<file path="src/hdl/ovrd_map.vh">
`ifndef OVRD_MAP_VH
`define OVRD_MAP_VH
// ----------------------------------------
// register offsets
// ----------------------------------------
`define OVRD_ADDR_THRESHOLD_ZERO 10'h211
`define OVRD_ADDR_THRESHOLD_ONE 10'h212
`define OVRD_ADDR_CONFIG 10'h213
// ----------------------------------------
// reset values and fields
// ----------------------------------------
`define OVRD_RST_THRESHOLD_ZERO 8'hf2
`define OVRD_RST_THRESHOLD_ONE 8'hab
`define OVRD_RST_CONFIG 8'h07
`define OVRD_CFG_ENABLE_BIT 3
`define OVRD_CFG_EXP_MSB 2
`define OVRD_CFG_EXP_LSB 0
`define OVRD_CFG_USED_MASK 8'h0f
`define OVRD_EXT_BASE_SHIFT 3
`define OVRD_FULL_SCALE_SHIFT 9
`endif

</file>
<file path="src/hdl/ovrd_over_range_detector.v">
// Summary of operation
// - flag zero set when sample magnitude reaches threshold zero, reset 0xf2.
// - flag one set when sample magnitude reaches threshold one, reset 0xab.
// - thresholds compare against magnitude scaled so full scale equals 256.
// - status pins driven only when enable bit 3 set; otherwise all low.
// - enable gates only the pins; link flags always follow detection.
// - each pin assertion lasts at least 8*2^exponent clock cycles while enable bit 3 stays set.
`timescale 1ns/1ps
`default_nettype none
`include "ovrd_map.vh"

module ovrd_over_range_detector #(
    parameter SAMPLE_WIDTH = 8,
    parameter ADDR_WIDTH = 10,
    // enough for the longest stretch, 8 * 2^7 cycles
    parameter CNT_WIDTH = 11
) (
    // clock and reset
    input wire clk,
    input wire srst,
    // register port
    input wire reg_wr,
    input wire reg_rd,
    input wire [ADDR_WIDTH-1:0] reg_addr,
    input wire [7:0] reg_wdata,
    output reg [7:0] reg_rdata,
    // samples, signed two's complement, one per clock per channel
    input wire signed [SAMPLE_WIDTH-1:0] chan_a_sample,
    input wire signed [SAMPLE_WIDTH-1:0] chan_b_sample,
    // status pins
    output reg chan_a_flag_zero_pin,
    output reg chan_a_flag_one_pin,
    output reg chan_b_flag_zero_pin,
    output reg chan_b_flag_one_pin,
    // flags for serial link framing, {b1,b0,a1,a0}
    output reg [3:0] link_flags
);

// ----------------------------------------
// helpers
// ----------------------------------------
// magnitude on a 0..256 scale; most negative code maps to 256,
// above any 8-bit threshold, so it always reaches both levels
function [8:0] mag256;
    input [SAMPLE_WIDTH-1:0] s;
    reg [SAMPLE_WIDTH:0] a;
    reg [SAMPLE_WIDTH+`OVRD_FULL_SCALE_SHIFT:0] w;
    begin
        a = {1'b0, s};
        if (s[SAMPLE_WIDTH-1]) begin
            a = {1'b0, ~s} + {{SAMPLE_WIDTH{1'b0}}, 1'b1};
        end
        // widen first; scaling in nine bits would shift the value out
        w = {{`OVRD_FULL_SCALE_SHIFT{1'b0}}, a} << `OVRD_FULL_SCALE_SHIFT;
        w = w >> SAMPLE_WIDTH;
        mag256 = w[8:0];
    end
endfunction

function [CNT_WIDTH-1:0] ext_len;
    input [2:0] e;
    begin
        ext_len = {{(CNT_WIDTH-1){1'b0}}, 1'b1} << (e + `OVRD_EXT_BASE_SHIFT);
    end
endfunction

function reaches;
    input [8:0] mag;
    input [7:0] level;
    begin
        reaches = mag >= {1'b0, level};
    end
endfunction

// reload on a hit, otherwise count down to zero and rest there
function [CNT_WIDTH-1:0] next_hold;
    input hit_now;
    input [CNT_WIDTH-1:0] cur;
    input [CNT_WIDTH-1:0] reload;
    begin
        if (hit_now) begin
            next_hold = reload;
        end else if (cur != {CNT_WIDTH{1'b0}}) begin
            next_hold = cur - {{(CNT_WIDTH-1){1'b0}}, 1'b1};
        end else begin
            next_hold = {CNT_WIDTH{1'b0}};
        end
    end
endfunction

// ----------------------------------------
// registers
// ----------------------------------------
reg [7:0] threshold_zero_q;
reg [7:0] threshold_one_q;
reg [7:0] detector_config_q;
reg [7:0] reg_rdata_d;
wire status_pin_enable = detector_config_q[`OVRD_CFG_ENABLE_BIT];
wire [2:0] pulse_extension_exponent =
    detector_config_q[`OVRD_CFG_EXP_MSB:`OVRD_CFG_EXP_LSB];
wire wr_threshold_zero = reg_wr && (reg_addr == `OVRD_ADDR_THRESHOLD_ZERO);
wire wr_threshold_one = reg_wr && (reg_addr == `OVRD_ADDR_THRESHOLD_ONE);
wire wr_config = reg_wr && (reg_addr == `OVRD_ADDR_CONFIG);

// writes to unmapped addresses fall through and are ignored
always @(posedge clk) begin
    if (srst) begin
        threshold_zero_q <= `OVRD_RST_THRESHOLD_ZERO;
        threshold_one_q <= `OVRD_RST_THRESHOLD_ONE;
        detector_config_q <= `OVRD_RST_CONFIG;
    end else begin
        if (wr_threshold_zero) begin
            threshold_zero_q <= reg_wdata;
        end
        if (wr_threshold_one) begin
            threshold_one_q <= reg_wdata;
        end
        // reserved bits are dropped here so they always read back as zero
        if (wr_config) begin
            detector_config_q <= reg_wdata & `OVRD_CFG_USED_MASK;
        end
    end
end

// read mux; unmapped addresses read as zero
always @* begin
    case (reg_addr)
        `OVRD_ADDR_THRESHOLD_ZERO: reg_rdata_d = threshold_zero_q;
        `OVRD_ADDR_THRESHOLD_ONE: reg_rdata_d = threshold_one_q;
        `OVRD_ADDR_CONFIG: reg_rdata_d = detector_config_q;
        default: reg_rdata_d = 8'h00;
    endcase
end

// read data holds until the next read strobe
always @(posedge clk) begin
    if (srst) begin
        reg_rdata <= 8'h00;
    end else if (reg_rd) begin
        reg_rdata <= reg_rdata_d;
    end
end

// ----------------------------------------
// detection
// ----------------------------------------
wire [8:0] mag_a = mag256(chan_a_sample);
wire [8:0] mag_b = mag256(chan_b_sample);
// each channel sees only its own magnitude
// a threshold of zero is reached by every sample, so it always hits
wire hit_a_zero = reaches(mag_a, threshold_zero_q);
wire hit_a_one = reaches(mag_a, threshold_one_q);
wire hit_b_zero = reaches(mag_b, threshold_zero_q);
wire hit_b_one = reaches(mag_b, threshold_one_q);
wire [3:0] hit = {hit_b_one, hit_b_zero, hit_a_one, hit_a_zero};

// ----------------------------------------
// link flags
// ----------------------------------------
// not gated by the pin enable, so framed flags keep flowing
always @(posedge clk) begin
    if (srst) begin
        link_flags <= 4'h0;
    end else begin
        link_flags <= hit;
    end
end

// ----------------------------------------
// pulse extension
// ----------------------------------------
// counter reloads on every hit, so the pin stays high for the full
// period after the last hit; a new hit retriggers rather than stacking
// the hit cycle counts as the first cycle of the stretch
// an exponent change mid-hold only takes effect on the next hit
wire [CNT_WIDTH-1:0] reload_len =
    ext_len(pulse_extension_exponent) - {{(CNT_WIDTH-1){1'b0}}, 1'b1};
reg [CNT_WIDTH-1:0] hold_q [0:3];
reg [3:0] ext_q;
integer i;
always @(posedge clk) begin
    if (srst) begin
        for (i = 0; i < 4; i = i + 1) begin
            hold_q[i] <= {CNT_WIDTH{1'b0}};
        end
        ext_q <= 4'h0;
    end else begin
        for (i = 0; i < 4; i = i + 1) begin
            hold_q[i] <= next_hold(hit[i], hold_q[i], reload_len);
            ext_q[i] <= hit[i] | (hold_q[i] != {CNT_WIDTH{1'b0}});
        end
    end
end

// ----------------------------------------
// pin gating
// ----------------------------------------
// gating sits after the stretch: clearing the enable drops the pins at
// once, while re-enabling shows any hold that is still running
reg [3:0] pins_d;
always @* begin
    pins_d = 4'h0;
    if (status_pin_enable) begin
        pins_d = ext_q;
    end
end

always @(posedge clk) begin
    if (srst) begin
        chan_a_flag_zero_pin <= 1'b0;
        chan_a_flag_one_pin <= 1'b0;
        chan_b_flag_zero_pin <= 1'b0;
        chan_b_flag_one_pin <= 1'b0;
    end else begin
        chan_a_flag_zero_pin <= pins_d[0];
        chan_a_flag_one_pin <= pins_d[1];
        chan_b_flag_zero_pin <= pins_d[2];
        chan_b_flag_one_pin <= pins_d[3];
    end
end

endmodule
`default_nettype wire

</file>
<file path="config.mk">
export PLATFORM = sky130hd
export DESIGN_NAME = ovrd_over_range_detector
export DESIGN_NICKNAME = d
export VERILOG_FILES = /design/src/hdl/ovrd_over_range_detector.v
export VERILOG_INCLUDE_DIRS = /design/src /design/src/hdl
export SDC_FILE = /design/constraint.sdc
export NUM_CORES = 1
export LEC_CHECK = 0
export ABC_AREA = 1
export BUFFER_PORTS_ARGS = -buffer_cell sky130_fd_sc_hd__buf_2
export CORE_UTILIZATION = 64
export CTS_CLUSTER_SIZE = 28
export DETAILED_ROUTE_END_ITERATION = 16
export HOLD_SLACK_MARGIN = 0.12
export PLACE_DENSITY_LB_ADDON = 0.05
export SYNTH_ARGS = -nofsm -noshare
export SYNTH_HDL_FRONTEND = slang
export SYNTH_SLANG_ARGS = --single-unit
</file>
<file path="constraint.sdc">
create_clock -name clk -period 4.95 [get_ports clk]
set_input_delay 1.485 -clock clk [delete_from_list [all_inputs] [get_ports clk]]
set_output_delay 1.485 -clock clk [all_outputs]
set_load 0.005 [all_outputs]
</file>
==> key figures, run 1 <==
Power and ir drop
  • PwrDens: 395 nW/um^2
  • NetSw: 0.874 mW
  • LEAKAGE: 3.21 nW
  • Sw frac: 0.378
  • Max IR drop VDD: ~160 uV
  • Seq pwr share: 0.376
  • Int Pwr: 1.44 mW
  • Clock power share: 0.245
  • Comb power frac: 0.379

Synth
  • Syn Inst Count: 808
  • Synth Flop Type: dfxtp_1
  • Post-synth EDFFs: 0
  • Top-area cell type share of the netlist area: 0.316
  • Post-synth ARST share: 0
  • Sequential share of the synthesized area: 0.316
  • Synth Register Bits: 84
  • Top post-synthesis cells by area: dfxtp_1 (32%), nand2_1 (14%), nor2_1 (9.9%), inv_1 (8.5%), ha_1 (8.2%)
  • Synth Cell Area: roughly 5300 sq um
  • Ys Warns: 0
  • Cell accounting for the most synthesized area: dfxtp_1
  • Netlist cell types: 41
  • Syn avg cell area: roughly 6.6 sq um

Run status
  • Status: completed

Clock network
  • Clk sink count: 84
  • Post_cts resized: 0
  • Hold buffer count at cts: 0
  • Clk_lat worst skew: 370 ps
  • CTS root buffer: clkbuf_8
  • H-tree depth: 3
  • Clock buffer depth: 2
  • Num CTS Buffers: 9
  • Setup bufs post-CTS: 0
  • CTS tree: built
  • Clk slew on worst S/H paths: about 100 ps

Route
  • Final antenna-violating net count: 0
  • DRC Markers: 0
  • WL per Instance: between 10 and 15 um
  • Initial DRC Count: 286
  • Via count: ~5200
  • Vias/cell: 5.35
  • Total Wirelength: ~12000 um
  • Drt pass-1 iters: 6

Timing
  • Final setup violation count: 0
  • Final Skew: 17.8 ps
  • Highest Clock Rate: 286 MHz
  • Final Max Slew Viols: 0
  • RSZ-0062 raised after global routing: false
  • Tightest hold margin: 405 ps
  • Tcrit/Tclk final: 0.707
  • Worst-Margin Slew: 730 ps
  • Fin Setup TNS: 0 ps
  • Period minus WS final: 3500 ps
  • Fin. Hold Viols: 0
  • Relative max-transition margin: 0.512

Setup path
  • Crit. Startpoint: chan_a_sample[0]
  • Startpoint Class: input port
  • Critical path's top delay family: simple AND/OR/NAND/NOR gates
  • Critical path's slowest cell: nand2_1
  • Launch point of the worst reg-to-reg path: threshold_zero_q[2]
  • Crit. End Element: flip-flop
  • Critical path buffer and inverter count: 2
  • Arr. time, crit path: 3760 ps
  • Crit path required time: 5210 ps
  • Slowest stage delay, CP: 350 ps
  • Crit Path Category: input port to flip-flop
  • CP most frequent cell: nand2_1
  • Crit-path cells: buf_2, inv_1, ha_1, nand2_1, o21ai_0, ha_1, a21oi_1, nand2_1, nand2_1, nand2_1, nand2_1, nand2_1, nand2_1, nand2_1, nand2_1, o21ai_0
  • Crit-path max FO: 14

Place
  • Hpwl dp: 9570 um
  • Inst Count DP: approximately 950
  • Cell area after placement: 5620 sq um
  • Port bufs: 53
  • Final weighted congestion in routability-driven placement: 0.885

Floorplan
  • Initial Util: 0.674
  • Rows: 32
  • Core Box Area: 7890 sq um
  • Die footprint: 8670 sq um
  • Vert. Die Dim: 93.1 um
  • Io pins: 54
  • Die W: 93.1 um

Layout
  • Layout Nets: 930
  • Fraction of layout cells with a size suffix above 1: 0.111
  • Fillers: 659
  • Synth-to-Final Area Change: 10.1%
  • Final non-filler cell area: 5850 sq um
  • Ant. Diodes: 0
  • Final Non-Filler Cells: 964
  • Layout Utilization: 0.742

Global route
  • Pin count of the biggest net entering global routing: 43
  • Vias in the first global route: 4839
  • First-pass GRT wire length: 21000 um
  • Grt total ovfl: 0
  • Initial antenna violation count: 0
  • Gr usage total: 0.304

Run
  • MaxCap Viol Count: 0

Hold path
  • Worst hold path type: flip-flop to flip-flop
  • Hold_sp: ext_q[1]
[per-layer routing]
| layer | global-route usage | up-vias | part of all wire |
|---|---|---|---|
| met5 | 0 | - | 0 |
| met4 | 0.127 | 0 | 0.033 |
| met3 | 0.0528 | 35 | 0.045 |
| met2 | 0.544 | 139 | 0.49 |
| met1 | 0.358 | 2340 | 0.43 |
| li1 | - | 2643 | - |
[logic make-up (layout without fill, tap and decap cells)]
family / after synthesis / count (layout) / share of synthesized area
compound gates: 77 / 77 / 0.0890
xor+xnor: 31 / 31 / 0.0511
fa+ha+maj: 35 / 35 / 0.0824
buf+inv: 140 / 193 / 0.106
flops: 84 / 84 / 0.316
other cells: 1 / 2 / 0.000706
simple gates: 440 / 440 / 0.355
[through the flow]
| stage | total power [mW] | setup WS [ps] |
|---|---|---|
| 2_1_floorplan | 1.57 | 1640 |
| 3_3_place_gp | 1.70 | 1180 |
| 3_5_place_dp | 1.75 | 1070 |
| 4_1_cts | 2.31 | 1460 |
| 5_1_grt | 2.49 | 1130 |
| 6_report | 2.31 | 1450 |
[path summary, 6_finish.rpt]
check,endpoint,slack [ps],depth (start not counted)
worst max-delay path,hold_q[0][0],1450,16
worst min-delay path,chan_a_flag_one_pin,400,2
worst max register to register,hold_q[0][0],2790,12
worst min register to register,chan_a_flag_one_pin,400,2
[power groups by stage]
stage               clock (mW)  sequential (mW)  combinational (mW)
detailed placement           0            0.883               0.865
global route             0.596            0.884                1.01
finish                   0.566            0.869               0.877
global placement             0            0.878               0.824
CTS                      0.572            0.868               0.873
floorplan                    0            0.865               0.709
[synth_stat cells (2+ instances only)]
master    instances
a211oi_2          3
a21boi_0          2
a21oi_1          34
a31oi_1           2
buf_1             2
buf_2             2
buf_4             3
buf_6             3
clkbuf_1          8
dfxtp_1          84
ha_1             35
inv_1           121
nand2_1         199
nand2_2           2
nand3_1          55
nand3_2           3
nand3b_1          2
nand4_1          18
nor2_1          140
nor2_2            2
nor3_1           10
nor3_4            2
o211ai_1          8
o211ai_2          3
o21ai_0          19
o31ai_1           2
xnor2_1           6
xor2_1           25
[sequential cells by signal, summed over array words and instances (netlist names)]
| name | cells |
|---|---|
| reg_rdata | 8 |
| chan_a_flag_one_pin | 1 |
| ext_q | 4 |
| detector_config_q | 4 |
| chan_b_flag_one_pin | 1 |
| threshold_zero_q | 8 |
| link_flags | 4 |
| threshold_one_q | 8 |
| chan_b_flag_zero_pin | 1 |
| chan_a_flag_zero_pin | 1 |
| hold_q | 44 |
[cell type report]
class | count | area (sq um) | share of cell area
flip-flops and latches | 84 | 1680 | 0.287
well taps | 102 | 128 | 0.0218
repair buffers | 55 | 280 | 0.0479
multi-input cells | 585 | 3070 | 0.525
clock inverters | 6 | 92.6 | 0.0158
clock buffers | 10 | 138 | 0.0235
inverters | 122 | 458 | 0.0783
[cell usage in the layout (no fill, tap or decap), drive strengths merged]
| master | count |
|---|---|
| and2 | 2 |
| o211ai | 11 |
| xnor2 | 6 |
| o21ai | 21 |
| clkinvlp | 2 |
| dfxtp | 84 |
| nor3 | 13 |
| or2 | 1 |
| inv | 124 |
| nand2 | 202 |
| a31oi | 2 |
| clkbuf | 10 |
| nand4 | 18 |
| ha | 35 |
| a21boi | 2 |
| o31ai | 2 |
| a211oi | 3 |
| nand3 | 59 |
| buf | 55 |
| conb | 2 |
| xor2 | 25 |
| o21bai | 1 |
| nand3b | 2 |
| nor2 | 143 |
| bufinv | 2 |
| a21oi | 35 |
[worst min-delay path, cell delays in order (launching register included)]
cell     delay (ps)
dfxtp_1         310
inv_1            40
nor2_1           30
Note: power is estimated with default switching activity, not from simulation.
==> inputs of run 2 (changes only) <==
--- a/config.mk
+++ b/config.mk
@@ -8,7 +8,7 @@
 export LEC_CHECK = 0
 export ABC_AREA = 1
 export BUFFER_PORTS_ARGS = -buffer_cell sky130_fd_sc_hd__buf_2
-export CORE_UTILIZATION = 64
+export CORE_UTILIZATION = 54
 export CTS_CLUSTER_SIZE = 28
 export DETAILED_ROUTE_END_ITERATION = 16
 export HOLD_SLACK_MARGIN = 0.12
==> constraint.sdc (replaced) <==
create_clock -name clk -period 3 [get_ports clk]
set_input_delay 0.9 -clock clk [delete_from_list [all_inputs] [get_ports clk]]
set_output_delay 0.9 -clock clk [all_outputs]
set_load 0.005 [all_outputs]
==> key figures, run 2 (synthesis gave the netlist of run 1 again) <==
Layout
  • Most frequent cells in the layout: nand2_1 (199), nor2_1 (140), inv_1 (120)
  • Ant. Diodes: 0 (unchanged)
  • Final non-filler cell area: 5920 sq um (+1.2%)
  • Layout Nets: 935 (+0.54%)
  • Final Non-Filler Cells: 996 (+3.3%)
  • Synth-to-Final Area Change: 11.5%
  • Largest Register: hold_q
  • Fraction of layout cells with a size suffix above 1: 0.116 (+0.00512)
  • Most common cell after layout, fill and taps aside: nand2_1
  • Max reg flops: 44 (unchanged)
  • Layout Utilization: 0.632 (-0.110)

Global route
  • Pin count of the biggest net entering global routing: 37 (-14%)
  • Grt total ovfl: 0 (unchanged)
  • First-pass GRT wire length: 21100 um (+0.13%)
  • Vias in the first global route: 4687 (-3.1%)
  • Initial antenna violation count: 0 (unchanged)
  • Gr usage total: 0.261 (-0.0437)

Route
  • Total Wirelength: 11900 um (-3.2%)
  • Via count: 4992 (-3.2%)
  • Initial DRC Count: 230 (-20%)
  • DRC Markers: 0 (unchanged)
  • Drt pass-1 iters: 8 (+2)
  • WL per Instance: 12.0 um (-6.3%)
  • Vias/cell: 5.01 (-6.3%)
  • Final antenna-violating net count: 0 (unchanged)

Timing
  • Highest Clock Rate: ~370 MHz
  • Final Max Slew Viols: 0 (unchanged)
  • Period minus WS final: about 2700 ps
  • Final Skew: 14.4 ps (-3.38 ps)
  • RSZ-0062 raised after global routing: false
  • Relative max-transition margin: 0.566 (+0.0536)
  • Fin Setup TNS: 0 ps (unchanged)
  • Tcrit/Tclk final: 0.895
  • Tightest hold margin: 415 ps (+10.7 ps)
  • Final setup violation count: 0 (unchanged)
  • Worst-Margin Slew: 650 ps (-80.3 ps)
  • Post-route worst setup slack: 314 ps (-1140 ps)
  • Fin. Hold Viols: 0 (unchanged)

Floorplan
  • Initial Util: 0.567 (-0.107)
  • Die W: 101 um (+8.7%)
  • Rows: 35 (+9.4%)
  • Vert. Die Dim: 101 um (+8.7%)
  • Die footprint: 10200 sq um (+18%)
  • Io pins: 54 (unchanged)
  • Core Box Area: 9370 sq um (+19%)

Hold path
  • Worst hold path type: flip-flop to flip-flop

Place
  • Inst Count DP: 980 (+3.4%)
  • Final weighted congestion in routability-driven placement: 0.861 (-2.8%)
  • Cell area after placement: 5720 sq um (+1.7%)
  • Port bufs: 53 (unchanged)
  • Pre-CTS worst setup slack: -59.2 ps (-1120 ps)
  • Hpwl dp: 9430 um (-1.4%)

Clock network
  • H-tree depth: 3 (unchanged)
  • Hold buffer count at cts: 0 (unchanged)
  • Num CTS Buffers: 9 (unchanged)
  • Clk sink count: 84 (unchanged)
  • Clock buffer depth: 2 (unchanged)
  • Clk slew on worst S/H paths: 80 ps (-20 ps)
  • CTS root buffer: clkbuf_8
  • Setup bufs post-CTS: 0 (unchanged)
  • Post_cts resized: 0 (unchanged)
  • Clk_lat worst skew: 370 ps (about the same)
  • CTS tree: built

Power and ir drop
  • Seq pwr share: 0.384 (+0.008)
  • Total chip power: 3.74 mW (+62%)
  • PwrDens: 631 nW/um^2 (+60%)
  • LEAKAGE: 3.24 nW (+0.82%)
  • Max IR drop VDD: 255 uV (+59%)
  • Int Pwr: 2.29 mW (+59%)
  • Sw frac: 0.388 (+0.00978)
  • Clock power share: 0.230 (-0.015)
  • Comb power frac: 0.386 (+0.007)
  • NetSw: 1.45 mW (+66%)

Run status
  • Status: completed

Setup path
  • Crit Path Category: input port to flip-flop
  • Crit-path max FO: 19 (+5)
  • Crit path required time: 3240 ps (-1970 ps)
  • Arr. time, crit path: 2930 ps (-830 ps)
  • Crit. End Element: flip-flop
  • Startpoint Class: input port

Run
  • MaxCap Viol Count: 0 (unchanged)
==> run 2: changes by cell type in the layout (fill, tap and decap cells not counted), sizes merged <==
| cell | delta |
|---|---|
| clkinv | +1 |
| bufinv | -1 |
| clkinvlp | -1 |
| clkbuf | -1 |
| buf | +5 |
| inv | +2 |
==> run 2: final cells by class <==
class | instances | area, sq um
well taps | 129 | 161
repair buffers | 60 | 343
flip-flops and latches | 84 | 1680
fillers | 921 | 3450
clock inverters | 7 | 82.6
clock buffers | 9 | 124
inverters | 122 | 458
multi-input cells | 585 | 3070
==> run 2: path summary, 6_finish.rpt <==
path | depth (start not counted) | startpoint | slack [ps] | to
hold reg to reg | 2 | ext_q[1] | 420 | chan_a_flag_one_pin
hold / removal | 2 | ext_q[1] | 420 | chan_a_flag_one_pin
setup / recovery | 15 | chan_a_sample[1] | 310 | hold_q[1][0]
setup reg to reg | 12 | threshold_zero_q[2] | 1040 | hold_q[2][0]
==> run 2: metal layers <==
metal | vias up | track usage | wire length [um]
met5 | - | 0 | 0
met1 | 2214 | 0.330 | 5580
met3 | 14 | 0.0421 | 442
met4 | 0 | 0.0870 | 179
li1 | 2659 | - | -
met2 | 105 | 0.452 | 5730
==> run 2: critical path, cell delays in order <==
cell and delay [ps]:
buf_2 90, inv_1 80, ha_1 140, inv_1 50
nor3_1 200, nand3_1 120, nand2_1 90, xor2_1 220
ha_1 310, nand4_1 100, nor2_1 50, nand2_1 130
nand3_4 210, nand2_1 150, o21ai_0 90
==> run 2: power by group through the flow <==
stage | Sequential [mW] | Combinational, mW | Clock [mW]
floorplan | 1.43 | 1.17 | 0
global placement | 1.45 | 1.38 | 0
detailed placement | 1.46 | 1.43 | 0
CTS | 1.43 | 1.44 | 0.875
global route | 1.46 | 1.69 | 0.919
finish | 1.43 | 1.44 | 0.860
